**config.mk**
```make
export PLATFORM = sky130hd
export DESIGN_NAME = mfe_field_ctrl
export DESIGN_NICKNAME = d
export VERILOG_FILES = /design/src/mfe_pkg.sv /design/src/mfe_addr_former.sv /design/src/mfe_field_ctrl.sv /design/src/mfe_iot_timer.sv
export SDC_FILE = /design/constraint.sdc
export NUM_CORES = 1
export LEC_CHECK = 0
export BUFFER_PORTS_ARGS = -buffer_cell sky130_fd_sc_hd__buf_2
export CORE_ASPECT_RATIO = 1.5
export CORE_MARGIN = 4
export CORE_UTILIZATION = 55
export DETAILED_ROUTE_END_ITERATION = 8
export GPL_ROUTABILITY_DRIVEN = 0
export PLACE_DENSITY = 0.9
export SLEW_MARGIN = 20
export SYNTH_ARGS = -nofsm -noshare
export SYNTH_HDL_FRONTEND = slang
export SYNTH_SLANG_ARGS = --single-unit
```
**constraint.sdc**
```tcl
create_clock -name clock -period 7.3 [get_ports clock]
set_input_delay 1.46 -clock clock [delete_from_list [all_inputs] [get_ports clock]]
set_output_delay 1.46 -clock clock [all_outputs]
set_load 0.02 [all_outputs]
```
**src/mfe_pkg.sv**
```systemverilog
// Constants, types and shared helpers of the memory field extension.
// Assumes a 12-bit word, 4096-word fields and a 100 MHz core clock.
package mfe_pkg;

  // ----------------------------------------------------------------
  // Widths and timing
  // ----------------------------------------------------------------
  localparam int  FIELD_W       = 3;      // Field number width
  localparam int  WORD_W        = 12;     // Machine word width
  localparam int  PHYS_W        = 15;     // Field plus in-field address
  localparam int  OFFSET_W      = 7;      // In-page word offset width
  localparam int  CLK_PERIOD_NS = 10;     // Core clock period
  localparam real IOT_TIME_US   = 4.3;    // Field instruction time
  // Longest time, so the division rounds down
  localparam int  IOT_CYCLES    = int'(IOT_TIME_US * 1000.0) / CLK_PERIOD_NS;

  // ----------------------------------------------------------------
  // Instruction decode
  // ----------------------------------------------------------------
  localparam logic [11:0] FIELD_CHG_MASK        = 12'hfc4;  // 62Nx with x < 4
  localparam logic [11:0] FIELD_CHG_MATCH       = 12'hc80;
  localparam int          CHG_OPERAND_BIT       = 0;        // Change operand field
  localparam int          CHG_INSTR_BIT         = 1;        // Change instruction field
  localparam logic [11:0] READ_OPERAND_FIELD_OP = 12'hc8c;  // Octal 6214
  localparam logic [11:0] READ_INSTR_FIELD_OP   = 12'hc94;  // Octal 6224
  localparam logic [11:0] READ_SAVED_FIELDS_OP  = 12'hc9c;  // Octal 6234
  localparam logic [11:0] RESTORE_FIELDS_OP     = 12'hca4;  // Octal 6244
  localparam int          FIELD_NUM_LSB         = 3;        // Word bits 6-8

  // ----------------------------------------------------------------
  // Field layouts and reset values
  // ----------------------------------------------------------------
  localparam int          AC_HI_LSB      = 3;       // Accumulator bits 6-8
  localparam int          AC_LO_LSB      = 0;       // Accumulator bits 9-11
  localparam int          SAVED_IF_LSB   = 3;       // Saved bits 0-2
  localparam int          SAVED_DF_LSB   = 0;       // Saved bits 3-5
  localparam logic [2:0]  FIELD_RST      = 3'h0;
  localparam logic [5:0]  SAVED_RST      = 6'h00;
  localparam logic [2:0]  INT_FIELD      = 3'h0;    // Field forced on interrupt
  localparam logic [11:0] INT_STORE_ADDR = 12'h000; // Return address slot
  localparam logic [11:0] INT_FETCH_ADDR = 12'h001; // Service entry
  localparam logic [8:0]  AUTOIDX_BLOCK  = 9'h001;  // Locations 10-17 octal

  // ----------------------------------------------------------------
  // Types
  // ----------------------------------------------------------------
  typedef enum logic [2:0] {
    REF_FETCH     = 3'h0,
    REF_POINTER   = 3'h1,
    REF_DIRECT    = 3'h2,
    REF_INDIRECT  = 3'h3,
    REF_INT_STORE = 3'h4,
    REF_INT_FETCH = 3'h5
  } mfe_ref_kind_type;

  typedef enum logic {
    IOT_IDLE = 1'b0,
    IOT_RUN  = 1'b1
  } mfe_iot_state_type;

  // ----------------------------------------------------------------
  // Helpers
  // ----------------------------------------------------------------
  function automatic logic [11:0] page_addr(input logic       cur_page,
                                            input logic [11:0] pc,
                                            input logic [6:0]  offset);
    page_addr = {(cur_page ? pc[11:7] : 5'h00), offset};
  endfunction : page_addr

  function automatic logic [11:0] inc_word(input logic [11:0] w);
    inc_word = w + 12'h001;
  endfunction : inc_word

endpackage : mfe_pkg

```
**src/mfe_addr_former.sv**
```systemverilog
// Forms the 15-bit memory address of each reference from the fields.
// Assumes the sequencer presents one reference per request pulse.
`timescale 1ns/100ps
module mfe_addr_former
  import mfe_pkg::*;
(
  input  wire logic             clock,         // Core clock
  input  wire logic             sys_rst,       // Async reset, active high
  input  wire logic             ref_start,     // Reference request pulse
  input  mfe_ref_kind_type      ref_kind,      // Kind of reference
  input  wire logic             ref_cur_page,  // Page bit of the word
  input  wire logic [6:0]       ref_offset,    // Word bits 5-11
  input  wire logic [11:0]      ref_pc,        // Program counter
  input  wire logic [11:0]      ref_pointer,   // Pointer word as read
  input  wire logic [2:0]       instr_field,   // Active instruction field
  input  wire logic [2:0]       operand_field, // Operand field
  output logic [PHYS_W-1:0]     mem_addr_reg,  // Formed address
  output logic                  mem_valid_reg, // Address strobe
  output logic                  autoidx_reg,   // Pointer needs pre-increment
  output logic [11:0]           ptr_wb_reg     // Incremented pointer
);

  logic [PHYS_W-1:0] addr_next;
  logic              autoidx_next;
  logic [11:0]       ptr_wb_next;
  logic [11:0]       loc;

  // ----------------------------------------------------------------
  // Field selection per reference kind
  // ----------------------------------------------------------------
  always_comb begin
    loc          = page_addr(ref_cur_page, ref_pc, ref_offset);
    addr_next    = mem_addr_reg;
    autoidx_next = autoidx_reg;
    ptr_wb_next  = ptr_wb_reg;
    if (ref_start) begin
      case (ref_kind)
        REF_FETCH: begin
          addr_next = {instr_field, ref_pc};
        end
        REF_POINTER: begin
          // Autoindex in whatever field is the instruction field
          addr_next    = {instr_field, loc};
          autoidx_next = (loc[11:3] == AUTOIDX_BLOCK);
        end
        REF_DIRECT: begin
          addr_next = {instr_field, loc};
        end
        REF_INDIRECT: begin
          // Operand lives in the operand field at the (bumped) pointer
          ptr_wb_next = inc_word(ref_pointer);
          addr_next   = {operand_field, (autoidx_reg ? inc_word(ref_pointer) : ref_pointer)};
        end
        REF_INT_STORE: begin
          addr_next = {INT_FIELD, INT_STORE_ADDR};
        end
        REF_INT_FETCH: begin
          addr_next = {INT_FIELD, INT_FETCH_ADDR};
        end
        default: begin
          addr_next = mem_addr_reg;
        end
      endcase
    end
  end

  always_ff @(posedge clock or posedge sys_rst) begin
    if (sys_rst) begin
      mem_addr_reg  <= '0;
      mem_valid_reg <= 1'b0;
      autoidx_reg   <= 1'b0;
      ptr_wb_reg    <= '0;
    end else begin
      mem_addr_reg  <= addr_next;
      mem_valid_reg <= ref_start;
      autoidx_reg   <= autoidx_next;
      ptr_wb_reg    <= ptr_wb_next;
    end
  end

endmodule : mfe_addr_former

```
**src/mfe_field_ctrl.sv**
```systemverilog
// Top of the memory field extension: field registers, field
// instructions, jump commit, interrupt save and address forming.
// Assumes the sequencer, interrupt logic and memory share the core
// clock; only the console switches come from outside that domain.
`timescale 1ns/100ps

module mfe_field_ctrl
  import mfe_pkg::*;
(
  input  wire logic             clock,           // Core clock, 100 MHz
  input  wire logic             sys_rst,         // Async reset, active high
  input  wire logic             iot_start,       // Field instruction pulse
  input  wire logic [11:0]      iot_word,        // Instruction word
  input  wire logic [11:0]      ac_in,           // Accumulator value
  output logic [11:0]           ac_out_reg,      // Accumulator result
  output logic                  ac_we_reg,       // Result replaces accumulator
  output logic                  iot_busy_reg,    // Instruction in progress
  output logic                  iot_done,        // End-of-instruction pulse
  input  wire logic             jump_exec,       // Jump or call executes
  input  wire logic             int_request,     // Interrupt request pulse
  input  wire logic             int_enabled,     // Interrupts enabled
  output logic                  int_taken_reg,   // Interrupt accepted pulse
  input  wire logic             console_load,    // Console load switch
  input  wire logic [2:0]       console_field,   // Console field switches
  output logic [2:0]            instr_field_reg, // Active instruction field
  output logic [2:0]            instr_field_buffer, // Pending field
  output logic [2:0]            operand_field_reg,  // Operand field
  output logic [5:0]            saved_field_pair,   // Saved fields
  input  wire logic             ref_start,       // Reference request pulse
  input  mfe_ref_kind_type      ref_kind,        // Kind of reference
  input  wire logic             ref_cur_page,    // Page bit
  input  wire logic [6:0]       ref_offset,      // Word bits 5-11
  input  wire logic [11:0]      ref_pc,          // Program counter
  input  wire logic [11:0]      ref_pointer,     // Pointer word as read
  output logic [PHYS_W-1:0]     mem_addr_reg,    // Formed address
  output logic                  mem_valid_reg,   // Address strobe
  output logic                  autoidx_reg,     // Pointer pre-increment
  output logic [11:0]           ptr_wb_reg       // Incremented pointer
);

  // ----------------------------------------------------------------
  // Declarations
  // ----------------------------------------------------------------
  mfe_iot_state_type state_reg;
  mfe_iot_state_type state_next;
  logic [11:0]       ac_out_next;
  logic              ac_we_next;
  logic [2:0]        if_next;
  logic [2:0]        ib_next;
  logic [2:0]        df_next;
  logic [5:0]        sf_next;
  logic              int_take;
  logic              iot_take;
  logic [2:0]        field_num;
  logic [2:0]        cons_load_sync;   // Two sync stages plus edge history
  logic [2:0]        cons_field_s1;
  logic [2:0]        cons_field_s2;
  logic              cons_pulse;

  // ----------------------------------------------------------------
  // Console switch synchronisers
  // ----------------------------------------------------------------
  // Only the second stage and later are looked at by logic
  always_ff @(posedge clock or posedge sys_rst) begin
    if (sys_rst) begin
      cons_load_sync <= 3'h0;
      cons_field_s1  <= FIELD_RST;
      cons_field_s2  <= FIELD_RST;
    end else begin
      cons_load_sync <= {cons_load_sync[1:0], console_load};
      cons_field_s1  <= console_field;
      cons_field_s2  <= cons_field_s1;
    end
  end

  // Rising edge of the synchronised load switch
  assign cons_pulse = cons_load_sync[1] & ~cons_load_sync[2];

  // ----------------------------------------------------------------
  // Field instruction sequencing
  // ----------------------------------------------------------------
  // Requests while busy are dropped; the sequencer waits for done
  assign iot_take  = iot_start && (state_reg == IOT_IDLE);
  assign int_take  = int_request && int_enabled;
  assign field_num = iot_word[FIELD_NUM_LSB +: FIELD_W];

  always_comb begin
    state_next = state_reg;
    case (state_reg)
      IOT_IDLE: begin
        if (iot_take) begin
          state_next = IOT_RUN;
        end
      end
      IOT_RUN: begin
        if (iot_done) begin
          state_next = IOT_IDLE;
        end
      end
      default: begin
        state_next = IOT_IDLE;
      end
    endcase
  end

  // Accumulator result, computed at start and held to the next start
  always_comb begin
    ac_out_next = ac_out_reg;
    ac_we_next  = ac_we_reg;
    if (iot_take) begin
      ac_out_next = ac_in;
      ac_we_next  = 1'b0;
      if (iot_word == READ_OPERAND_FIELD_OP) begin
        ac_out_next[AC_HI_LSB +: FIELD_W] = ac_in[AC_HI_LSB +: FIELD_W] | operand_field_reg;
        ac_we_next = 1'b1;
      end else if (iot_word == READ_INSTR_FIELD_OP) begin
        ac_out_next[AC_HI_LSB +: FIELD_W] = ac_in[AC_HI_LSB +: FIELD_W] | instr_field_reg;
        ac_we_next = 1'b1;
      end else if (iot_word == READ_SAVED_FIELDS_OP) begin
        ac_out_next[AC_HI_LSB +: FIELD_W] = ac_in[AC_HI_LSB +: FIELD_W]
                                            | saved_field_pair[SAVED_IF_LSB +: FIELD_W];
        ac_out_next[AC_LO_LSB +: FIELD_W] = ac_in[AC_LO_LSB +: FIELD_W]
                                            | saved_field_pair[SAVED_DF_LSB +: FIELD_W];
        ac_we_next = 1'b1;
      end
    end
  end

  // ----------------------------------------------------------------
  // Field registers
  // ----------------------------------------------------------------
  // Interrupt wins over a jump or instruction in the same cycle, since
  // it must save the fields as they stood and force field 0.
  always_comb begin
    if_next = instr_field_reg;
    ib_next = instr_field_buffer;
    df_next = operand_field_reg;
    sf_next = saved_field_pair;
    if (int_take) begin
      sf_next[SAVED_IF_LSB +: FIELD_W] = instr_field_reg;
      sf_next[SAVED_DF_LSB +: FIELD_W] = operand_field_reg;
      ib_next = INT_FIELD;
      if_next = INT_FIELD;
      df_next = INT_FIELD;
    end else if (cons_pulse) begin
      if_next = cons_field_s2;
      ib_next = cons_field_s2;
    end else begin
      if (jump_exec) begin
        if_next = instr_field_buffer;
      end
      if (iot_take) begin
        if ((iot_word & FIELD_CHG_MASK) == FIELD_CHG_MATCH) begin
          if (iot_word[CHG_OPERAND_BIT]) begin
            df_next = field_num;
          end
          if (iot_word[CHG_INSTR_BIT]) begin
            ib_next = field_num;
          end
        end else if (iot_word == RESTORE_FIELDS_OP) begin
          ib_next = saved_field_pair[SAVED_IF_LSB +: FIELD_W];
          df_next = saved_field_pair[SAVED_DF_LSB +: FIELD_W];
        end
      end
    end
  end

  always_ff @(posedge clock or posedge sys_rst) begin
    if (sys_rst) begin
      state_reg          <= IOT_IDLE;
      iot_busy_reg       <= 1'b0;
      ac_out_reg         <= 12'h000;
      ac_we_reg          <= 1'b0;
      instr_field_reg    <= FIELD_RST;
      instr_field_buffer <= FIELD_RST;
      operand_field_reg  <= FIELD_RST;
      saved_field_pair   <= SAVED_RST;
      int_taken_reg      <= 1'b0;
    end else begin
      state_reg          <= state_next;
      iot_busy_reg       <= (state_next == IOT_RUN);
      ac_out_reg         <= ac_out_next;
      ac_we_reg          <= ac_we_next;
      instr_field_reg    <= if_next;
      instr_field_buffer <= ib_next;
      operand_field_reg  <= df_next;
      saved_field_pair   <= sf_next;
      int_taken_reg      <= int_take;
    end
  end

  // ----------------------------------------------------------------
  // Sub-blocks
  // ----------------------------------------------------------------
  mfe_iot_timer #(
    .CYCLES (IOT_CYCLES),
    .CNT_W  (10)
  ) u_timer (
    .clock      (clock),
    .sys_rst    (sys_rst),
    .start      (iot_take),
    .expire_reg (iot_done)
  );

  mfe_addr_former u_former (
    .clock         (clock),
    .sys_rst       (sys_rst),
    .ref_start     (ref_start),
    .ref_kind      (ref_kind),
    .ref_cur_page  (ref_cur_page),
    .ref_offset    (ref_offset),
    .ref_pc        (ref_pc),
    .ref_pointer   (ref_pointer),
    .instr_field   (instr_field_reg),
    .operand_field (operand_field_reg),
    .mem_addr_reg  (mem_addr_reg),
    .mem_valid_reg (mem_valid_reg),
    .autoidx_reg   (autoidx_reg),
    .ptr_wb_reg    (ptr_wb_reg)
  );

  // Edges since an accepted start; the span is too long for a plain delay
  localparam logic [9:0] DONE_CNT = 10'(IOT_CYCLES + 1);
  logic [9:0]            span_cnt_reg;
  logic [9:0]            span_cnt_next;

  always_comb begin
    span_cnt_next = span_cnt_reg;
    if (iot_take) begin
      span_cnt_next = 10'h001;
    end else if (span_cnt_reg == DONE_CNT) begin
      span_cnt_next = 10'h000;
    end else if (span_cnt_reg != 10'h000) begin
      span_cnt_next = span_cnt_reg + 10'h001;
    end
  end

  always_ff @(posedge clock or posedge sys_rst) begin
    if (sys_rst) begin
      span_cnt_reg <= 10'h000;
    end else begin
      span_cnt_reg <= span_cnt_next;
    end
  end
endmodule : mfe_field_ctrl

```
**src/mfe_iot_timer.sv**
```systemverilog
// Fixed-length timer for one field instruction.
// Assumes start only arrives while the timer is idle.
`timescale 1ns/100ps
module mfe_iot_timer
  import mfe_pkg::*;
#(
  parameter int CYCLES = IOT_CYCLES,
  parameter int CNT_W  = 10
) (
  input  wire logic clock,       // Core clock
  input  wire logic sys_rst,     // Async reset, active high
  input  wire logic start,       // One-cycle start pulse
  output logic      expire_reg   // Pulse CYCLES edges after start
);

  logic [CNT_W-1:0] cnt_reg;
  logic [CNT_W-1:0] cnt_next;
  logic             expire_next;

  // ----------------------------------------------------------------
  // Count down; the last step raises the pulse
  // ----------------------------------------------------------------
  always_comb begin
    cnt_next    = cnt_reg;
    expire_next = 1'b0;
    if (start) begin
      cnt_next = CNT_W'(CYCLES);
    end else if (cnt_reg != '0) begin
      cnt_next    = cnt_reg - 1'b1;
      expire_next = (cnt_reg == CNT_W'(1));
    end
  end

  always_ff @(posedge clock or posedge sys_rst) begin
    if (sys_rst) begin
      cnt_reg    <= '0;
      expire_reg <= 1'b0;
    end else begin
      cnt_reg    <= cnt_next;
      expire_reg <= expire_next;
    end
  end

endmodule : mfe_iot_timer

```
==> run_results.csv, run 1 <==
group,metric,value,unit
timing,finalCriticalPeriod,3.285,ns
yosys,syn_area,4075,um^2
finish,diodes,0,
finish,drive_gt1_share,28.88,%
timing,final.setup.tns,0,ns
power,share_clk_of_total_power,22.1,%
timing,finalSetupViolations,0,
floorplan,io_pins,130,
cts,path_clk_slew,0.07,ns
yosys,avgSynthCellArea,9.283,um^2
finish,synthToLayoutAreaGrowth,21.09,%
finish,num-nets-final,632,
placed_design,portBuffers,129,
critical_path,cpMaxStageDelayCell,"nand2_1",
run_status,status,"complete, no violations",
route,drt-total-wl,11.20,mm
critical_path,required,7.54,ns
critical_path,cp_top_family,"simple AND/OR/NAND/NOR gates",
timing,rsz0062_at_grt,"false",
critical_path,path_buf_inv,1,
critical_path,start_kind,"primary input",
critical_path,arrival,3.53,ns
timing,hold_viol,0,
critical_path,crit_type,"primary input to register",
yosys,synth_seq_cells,79,
route,drt-initial-drc-count,262,
cts,cts_root_buf,"clkbuf_8",
floorplan,rows,38,
global_routing,grt_overflow_total,0,
worst_hold_path,hp-class,"register to register",
timing,worst_pin_slew,0.8417,ns
floorplan,start_util,56.39,%
worst_hold_path,whs_endpoint,"cons_field_s2[1]",
critical_path,r2r_slack,5.43,ns
yosys,seq_area_frac_synth,48.51,%
yosys,postSynthCellCount,439,
global_routing,grt_max_degree,80,
cts,cts_setup_buffers,0,
global_routing,track_usage,25.40,%
timing,finalClockSkew,0.007006,ns
cts,clockBufferDepth,2,
power,cellInternalPower,0.7943,mW
floorplan,fp.dieArea,8879,um^2
timing,relSlewSlack,43.77,%
floorplan,die_w,78.28,um
yosys,synth-main-ff-cell,"dfrtp_1",
cts,clock_sinks,79,
route,drc,0,
power,vdd_drop_max,0.0001800,V
global_routing,antenna_found_initial,0,
yosys,synth-async-reset-ratio,100.0,%
critical_path,endpoint_kind,"register",
critical_path,max_stage_delay,0.70,ns
timing,setup_ws,4.015,ns
cts,cts_resized,0,
cts,worstSkewPairLatency,0.35,ns
critical_path,cp.depth,4,
route,ant_nets,0,
yosys,yosysWarnings,0,
power,p_sw_share,35.95,%
cts,cts_tree,"built",
critical_path,reg2reg_depth,6,
critical_path,path_cells,"buf_2 -> a21boi_1 -> nand2_1 -> mux2_2",
critical_path,timing.rr.start,"u_timer.cnt_reg[0]",
cts,cts_buffers,9,
critical_path,r2r-end,"u_timer.cnt_reg[6]",
timing,slew_violations,0,
power,total_leakage_power,2.340,nW
route,wire_per_inst,16.94,um
power,seq_power_share,48.1,%
finish,largest_reg_flops,15,
placed_design,pre_cts_ws,3.633,ns
worst_hold_path,holdPathStages,0,
global_routing,grt_pass1_wl,17.82,mm
timing,fin_crit_sh,45.01,%
timing,fmax,304.4,MHz
route,first_pass_iters,5,
floorplan,core-area,7227,um^2
finish,layout_common_cells,"buf_2 (129), dfrtp_1 (79), nand2_1 (71), o21ai_0 (39), nor2_1 (31)",
route,vias,3923,
critical_path,worst-path-max-fanout,28,
power,p_comb_share,29.8,%
worst_hold_path,hold_start,"cons_field_s1[1]",
run,maxCapViolations,0,
global_routing,grt_pass1_vias,3738,
yosys,syn_nets,512,
yosys,synth_edf_count,0,
cts,cts_hold_buf,0,
yosys,ys_types,54,
power,powerDensity,251.3,nW/um^2
power,power.switching,0.4458,mW
placed_design,hpwl,8.311,mm
floorplan,die_y,113.4,um
finish,fillers,583,
cts,htree_levels,3,
finish,final_common_cell,"buf_2",
route,vias_per_cell,5.935,
area by class of cell:
cell class                 instances  area, um^2  area share, %
clock buffer                      11       141.4          2.865
clock inverter                     2       10.01         0.2028
inverter                          10       38.79         0.7860
multi-input combinational        326        1947          39.45
sequential                        79        1977          40.06
tap                              100       125.1          2.535
timing repair buffer             133       695.7          14.10
stage by stage:
step / instances / utilization, % / hold WS (ns) / power [mW] / cell area (um^2)
2_1_floorplan: 439 / - / 0.3312 / 0.8315 / 4075
3_3_place_gp: 647 / 65.81 / 0.3374 / 0.9486 / 4756
3_5_place_dp: 647 / 65.81 / 0.3356 / 0.9702 / 4756
4_1_cts: 660 / 67.90 / 0.3522 / 1.245 / 4907
5_1_grt: 661 / 68.28 / 0.3634 / 1.312 / 4935
6_report: 661 / 68.28 / 0.3486 / 1.240 / 4935
metal layers:
metal,global-route usage (%),share of wire (%),routed length (um)
met5,0,0,0
met3,4.976,8.9,993
met4,12.72,4.0,447
met1,29.95,37,4118
met2,43.94,50,5639
cells in the mapped netlist, types with 4 or more instances:
master | count | share of area [%]
nand3_1 | 13 | 1.6
xnor2_1 | 15 | 3.2
a31oi_1 | 7 | 1.1
buf_2 | 7 | 0.86
a22o_1 | 4 | 0.86
a21oi_1 | 25 | 3.1
o211ai_1 | 5 | 0.92
mux2_2 | 8 | 2.2
nor2_1 | 31 | 2.9
a211oi_1 | 5 | 0.92
o21ai_0 | 39 | 4.8
nand4_1 | 9 | 1.4
nor4_1 | 5 | 0.77
mux2i_1 | 5 | 1.2
nor2b_1 | 6 | 0.92
and2_1 | 5 | 0.77
inv_1 | 10 | 0.92
nor3_1 | 8 | 0.98
clkbuf_1 | 15 | 1.4
a22oi_1 | 4 | 0.74
xor2_1 | 4 | 0.86
nand2_1 | 71 | 6.5
dfrtp_1 | 79 | 49
power by group through the flow:
stage               logic, mW  registers [mW]  clock network (mW)
finish                  0.369           0.597               0.274
global route            0.402           0.609               0.301
CTS                     0.369           0.595               0.281
detailed placement      0.367           0.603                   0
global placement        0.352           0.596                   0
floorplan               0.173           0.659                   0
cell families after synthesis:
logic type | count (synthesis) | synth area share, %
AND/OR/NAND/NOR | 175 | 21.22
AO/OA/AOI/OAI | 116 | 18.12
adder cells (fa/ha/maj) | 3 | 0.9212
buffers and inverters | 34 | 3.715
multiplexers | 13 | 3.439
XOR/XNOR | 19 | 4.084
flip-flops | 79 | 48.51
worst max path at each step:
stage,slack (ns),end,from
4_1_cts,4.03,u_former.ptr_wb_reg[1],ref_kind[1]
3_3_place_gp,3.77,u_former.ptr_wb_reg[1],ref_kind[1]
5_1_grt,3.81,u_former.ptr_wb_reg[1],ref_kind[1]
6_report,4.01,u_former.ptr_wb_reg[1],ref_kind[1]
2_1_floorplan,3.82,ac_out_reg[0],sys_rst
3_5_place_dp,3.63,u_former.ptr_wb_reg[1],ref_kind[1]
(Power assumes the default switching activity.)
==> inputs of run 2 (changes only) <==
--- a/config.mk
+++ b/config.mk
@@ -8,10 +8,10 @@
 export BUFFER_PORTS_ARGS = -buffer_cell sky130_fd_sc_hd__buf_2
 export CORE_ASPECT_RATIO = 1.5
 export CORE_MARGIN = 4
-export CORE_UTILIZATION = 55
+export CORE_UTILIZATION = 46
 export DETAILED_ROUTE_END_ITERATION = 8
 export GPL_ROUTABILITY_DRIVEN = 0
-export PLACE_DENSITY = 0.9
+export PLACE_DENSITY = 0.81
 export SLEW_MARGIN = 20
 export SYNTH_ARGS = -nofsm -noshare
 export SYNTH_HDL_FRONTEND = slang
==> constraint.sdc (replaced) <==
create_clock -name clock -period 2.94 [get_ports clock]
set_input_delay 0.588 -clock clock [delete_from_list [all_inputs] [get_ports clock]]
set_output_delay 0.588 -clock clock [all_outputs]
set_load 0.02 [all_outputs]
==> run 2 against run 1 <==
Non-clock buffer count increased by 1. Die area rose by 18%. Clock power grew to 4.6 times the previous value. Critical path depth did not move. Global-route usage down 2.9 points. Sequential share of layout area shrank 1.4 points. First-iteration DRC count down 5.0%. Clock skew is 0.0025 ns lower. Critical endpoint unchanged. Largest cell class unchanged.
==> run_results.csv, run 2 (synthesis gave the netlist of run 1 again) <==
group,metric,value,unit
run,maxCapViolations,0,
floorplan,fp.dieArea,10460,um^2
floorplan,die_w,84.85,um
floorplan,core-area,8516,um^2
cts,worstSkewPairLatency,0.33,ns
placed_design,placed_area,4780,um^2
placed_design,portBuffers,129,
finish,layout_common_cells,"buf_2 (129), dfrtp_1 (79), nand2_1 (71), o21ai_0 (39), nor2_1 (31)",
route,drt-total-wl,11.26,mm
worst_hold_path,hp-class,"register to register",
timing,final.setup.tns,0,ns
finish,drive_gt1_share,29.20,%
finish,stdcell_count,672,
cts,path_clk_slew,0.06,ns
global_routing,grt_pass1_wl,18.55,mm
timing,hold_viol,0,
placed_design,hpwl,8.518,mm
route,drc,0,
timing,whs,0.3484,ns
route,drt-initial-drc-count,249,
timing,finalSetupViolations,0,
global_routing,track_usage,22.46,%
floorplan,rows,41,
finish,seqCellArea,1977,um^2
cts,clock_sinks,79,
critical_path,worst-path-max-fanout,28,
global_routing,grt_max_degree,47,
timing,rsz0062_at_grt,"false",
cts,clockBufferDepth,2,
timing,fin_crit_sh,69.81,%
run_status,status,"complete, no violations",
route,vias_per_cell,5.759,
timing,worst_pin_slew,0.8180,ns
cts,htree_levels,3,
timing,relSlewSlack,45.34,%
power,vdd_drop_max,0.0004137,V
critical_path,crit_type,"primary input to register",
cts,cts_root_buf,"clkbuf_16",
critical_path,required,3.15,ns
floorplan,start_util,47.85,%
timing,fmax,487.2,MHz
power,total_leakage_power,2.416,nW
finish,multi_input_area,1947,um^2
route,wire_per_inst,16.76,um
placed_design,dp.cells,656,
route,ant_nets,0,
worst_hold_path,hold_start,"cons_field_s1[0]",
timing,finalCriticalPeriod,2.052,ns
cts,cts_tree,"built",
global_routing,grt_overflow_total,0,
floorplan,io_pins,130,
finish,fillers,763,
route,first_pass_iters,5,
critical_path,startpoint,"ref_kind[1]",
finish,diodes,0,
finish,final_common_cell,"buf_2",
global_routing,antenna_found_initial,0,
cts,cts_setup_buffers,0,
finish,final_cell_area,5119,um^2
global_routing,grt_pass1_vias,3835,
timing,finalClockSkew,0.004466,ns
critical_path,start_kind,"primary input",
floorplan,die_y,123.3,um
timing,slew_violations,0,
route,vias,3870,
cts,cts_buffers,9,
cts,cts_hold_buf,0,
finish,num-nets-final,633,
cts,cts_resized,0,
critical_path,endpoint_kind,"register",
critical_path,arrival,2.27,ns
finish,synthToLayoutAreaGrowth,25.61,%
finish,largest_reg_flops,15,
power,powerDensity,712.1,nW/um^2
critical_path,timing.rr.start,"u_timer.cnt_reg[0]",
-- run 2: changes by cell type in the layout (fill, tap and decap cells not counted), sizes merged --
cell	previous run	this run
clkinvlp	0	1
clkinv	3	2
buf	133	134
bufinv	0	3
-- run 2: cell type report --
type                    count  area share, %
flip-flops and latches     79          38.62
multi-input cells         326          38.03
repair buffers            134          13.35
clock buffers              11          4.547
well taps                 107          2.615
clock inverters             5          2.078
inverters                  10         0.7578
-- run 2: critical path, cell delays in order --
cell,delay (ns)
buf_2,0.29
and3b_1,0.37
nand2_1,0.54
mux2_2,0.47
-- run 2: metal layers --
metal	global-route usage, %	up-vias	wire length, um
met5	0	-	0
met4	9.703	0	209
met3	4.067	19	967
met2	39.46	209	5876
met1	26.87	1819	4207
li1	-	1823	-
-- run 2: final timing paths --
check / slack [ns] / cells past startpoint / to
min in group asynchronous: 0.38 / 2 / u_former.ptr_wb_reg[2]
max reg2reg: 1.10 / 6 / u_timer.cnt_reg[6]
max: 0.89 / 4 / u_former.ptr_wb_reg[1]
min reg2reg: 0.35 / 0 / cons_field_s2[0]
max in group asynchronous: 1.82 / 3 / instr_field_buffer[1]
min: 0.35 / 0 / cons_field_s2[0]
-- run 2: stage by stage --
stage               setup WS, ns  power, mW  utilization, %
finish                    0.8875      3.645           60.11
floorplan                 0.3286      2.065               -
global route              0.7292      3.862           60.11
global placement          0.6431      2.366           56.13
CTS                       0.9199      3.688           60.11
detailed placement        0.5637      2.412           56.13
-- run 2: where the power goes --
part           internal (mW)  switching [mW]  leakage, nW
clock network          0.831           0.422        0.160
logic                  0.356           0.552         1.27
registers               1.30           0.179        0.982
total                   2.49            1.15         2.42
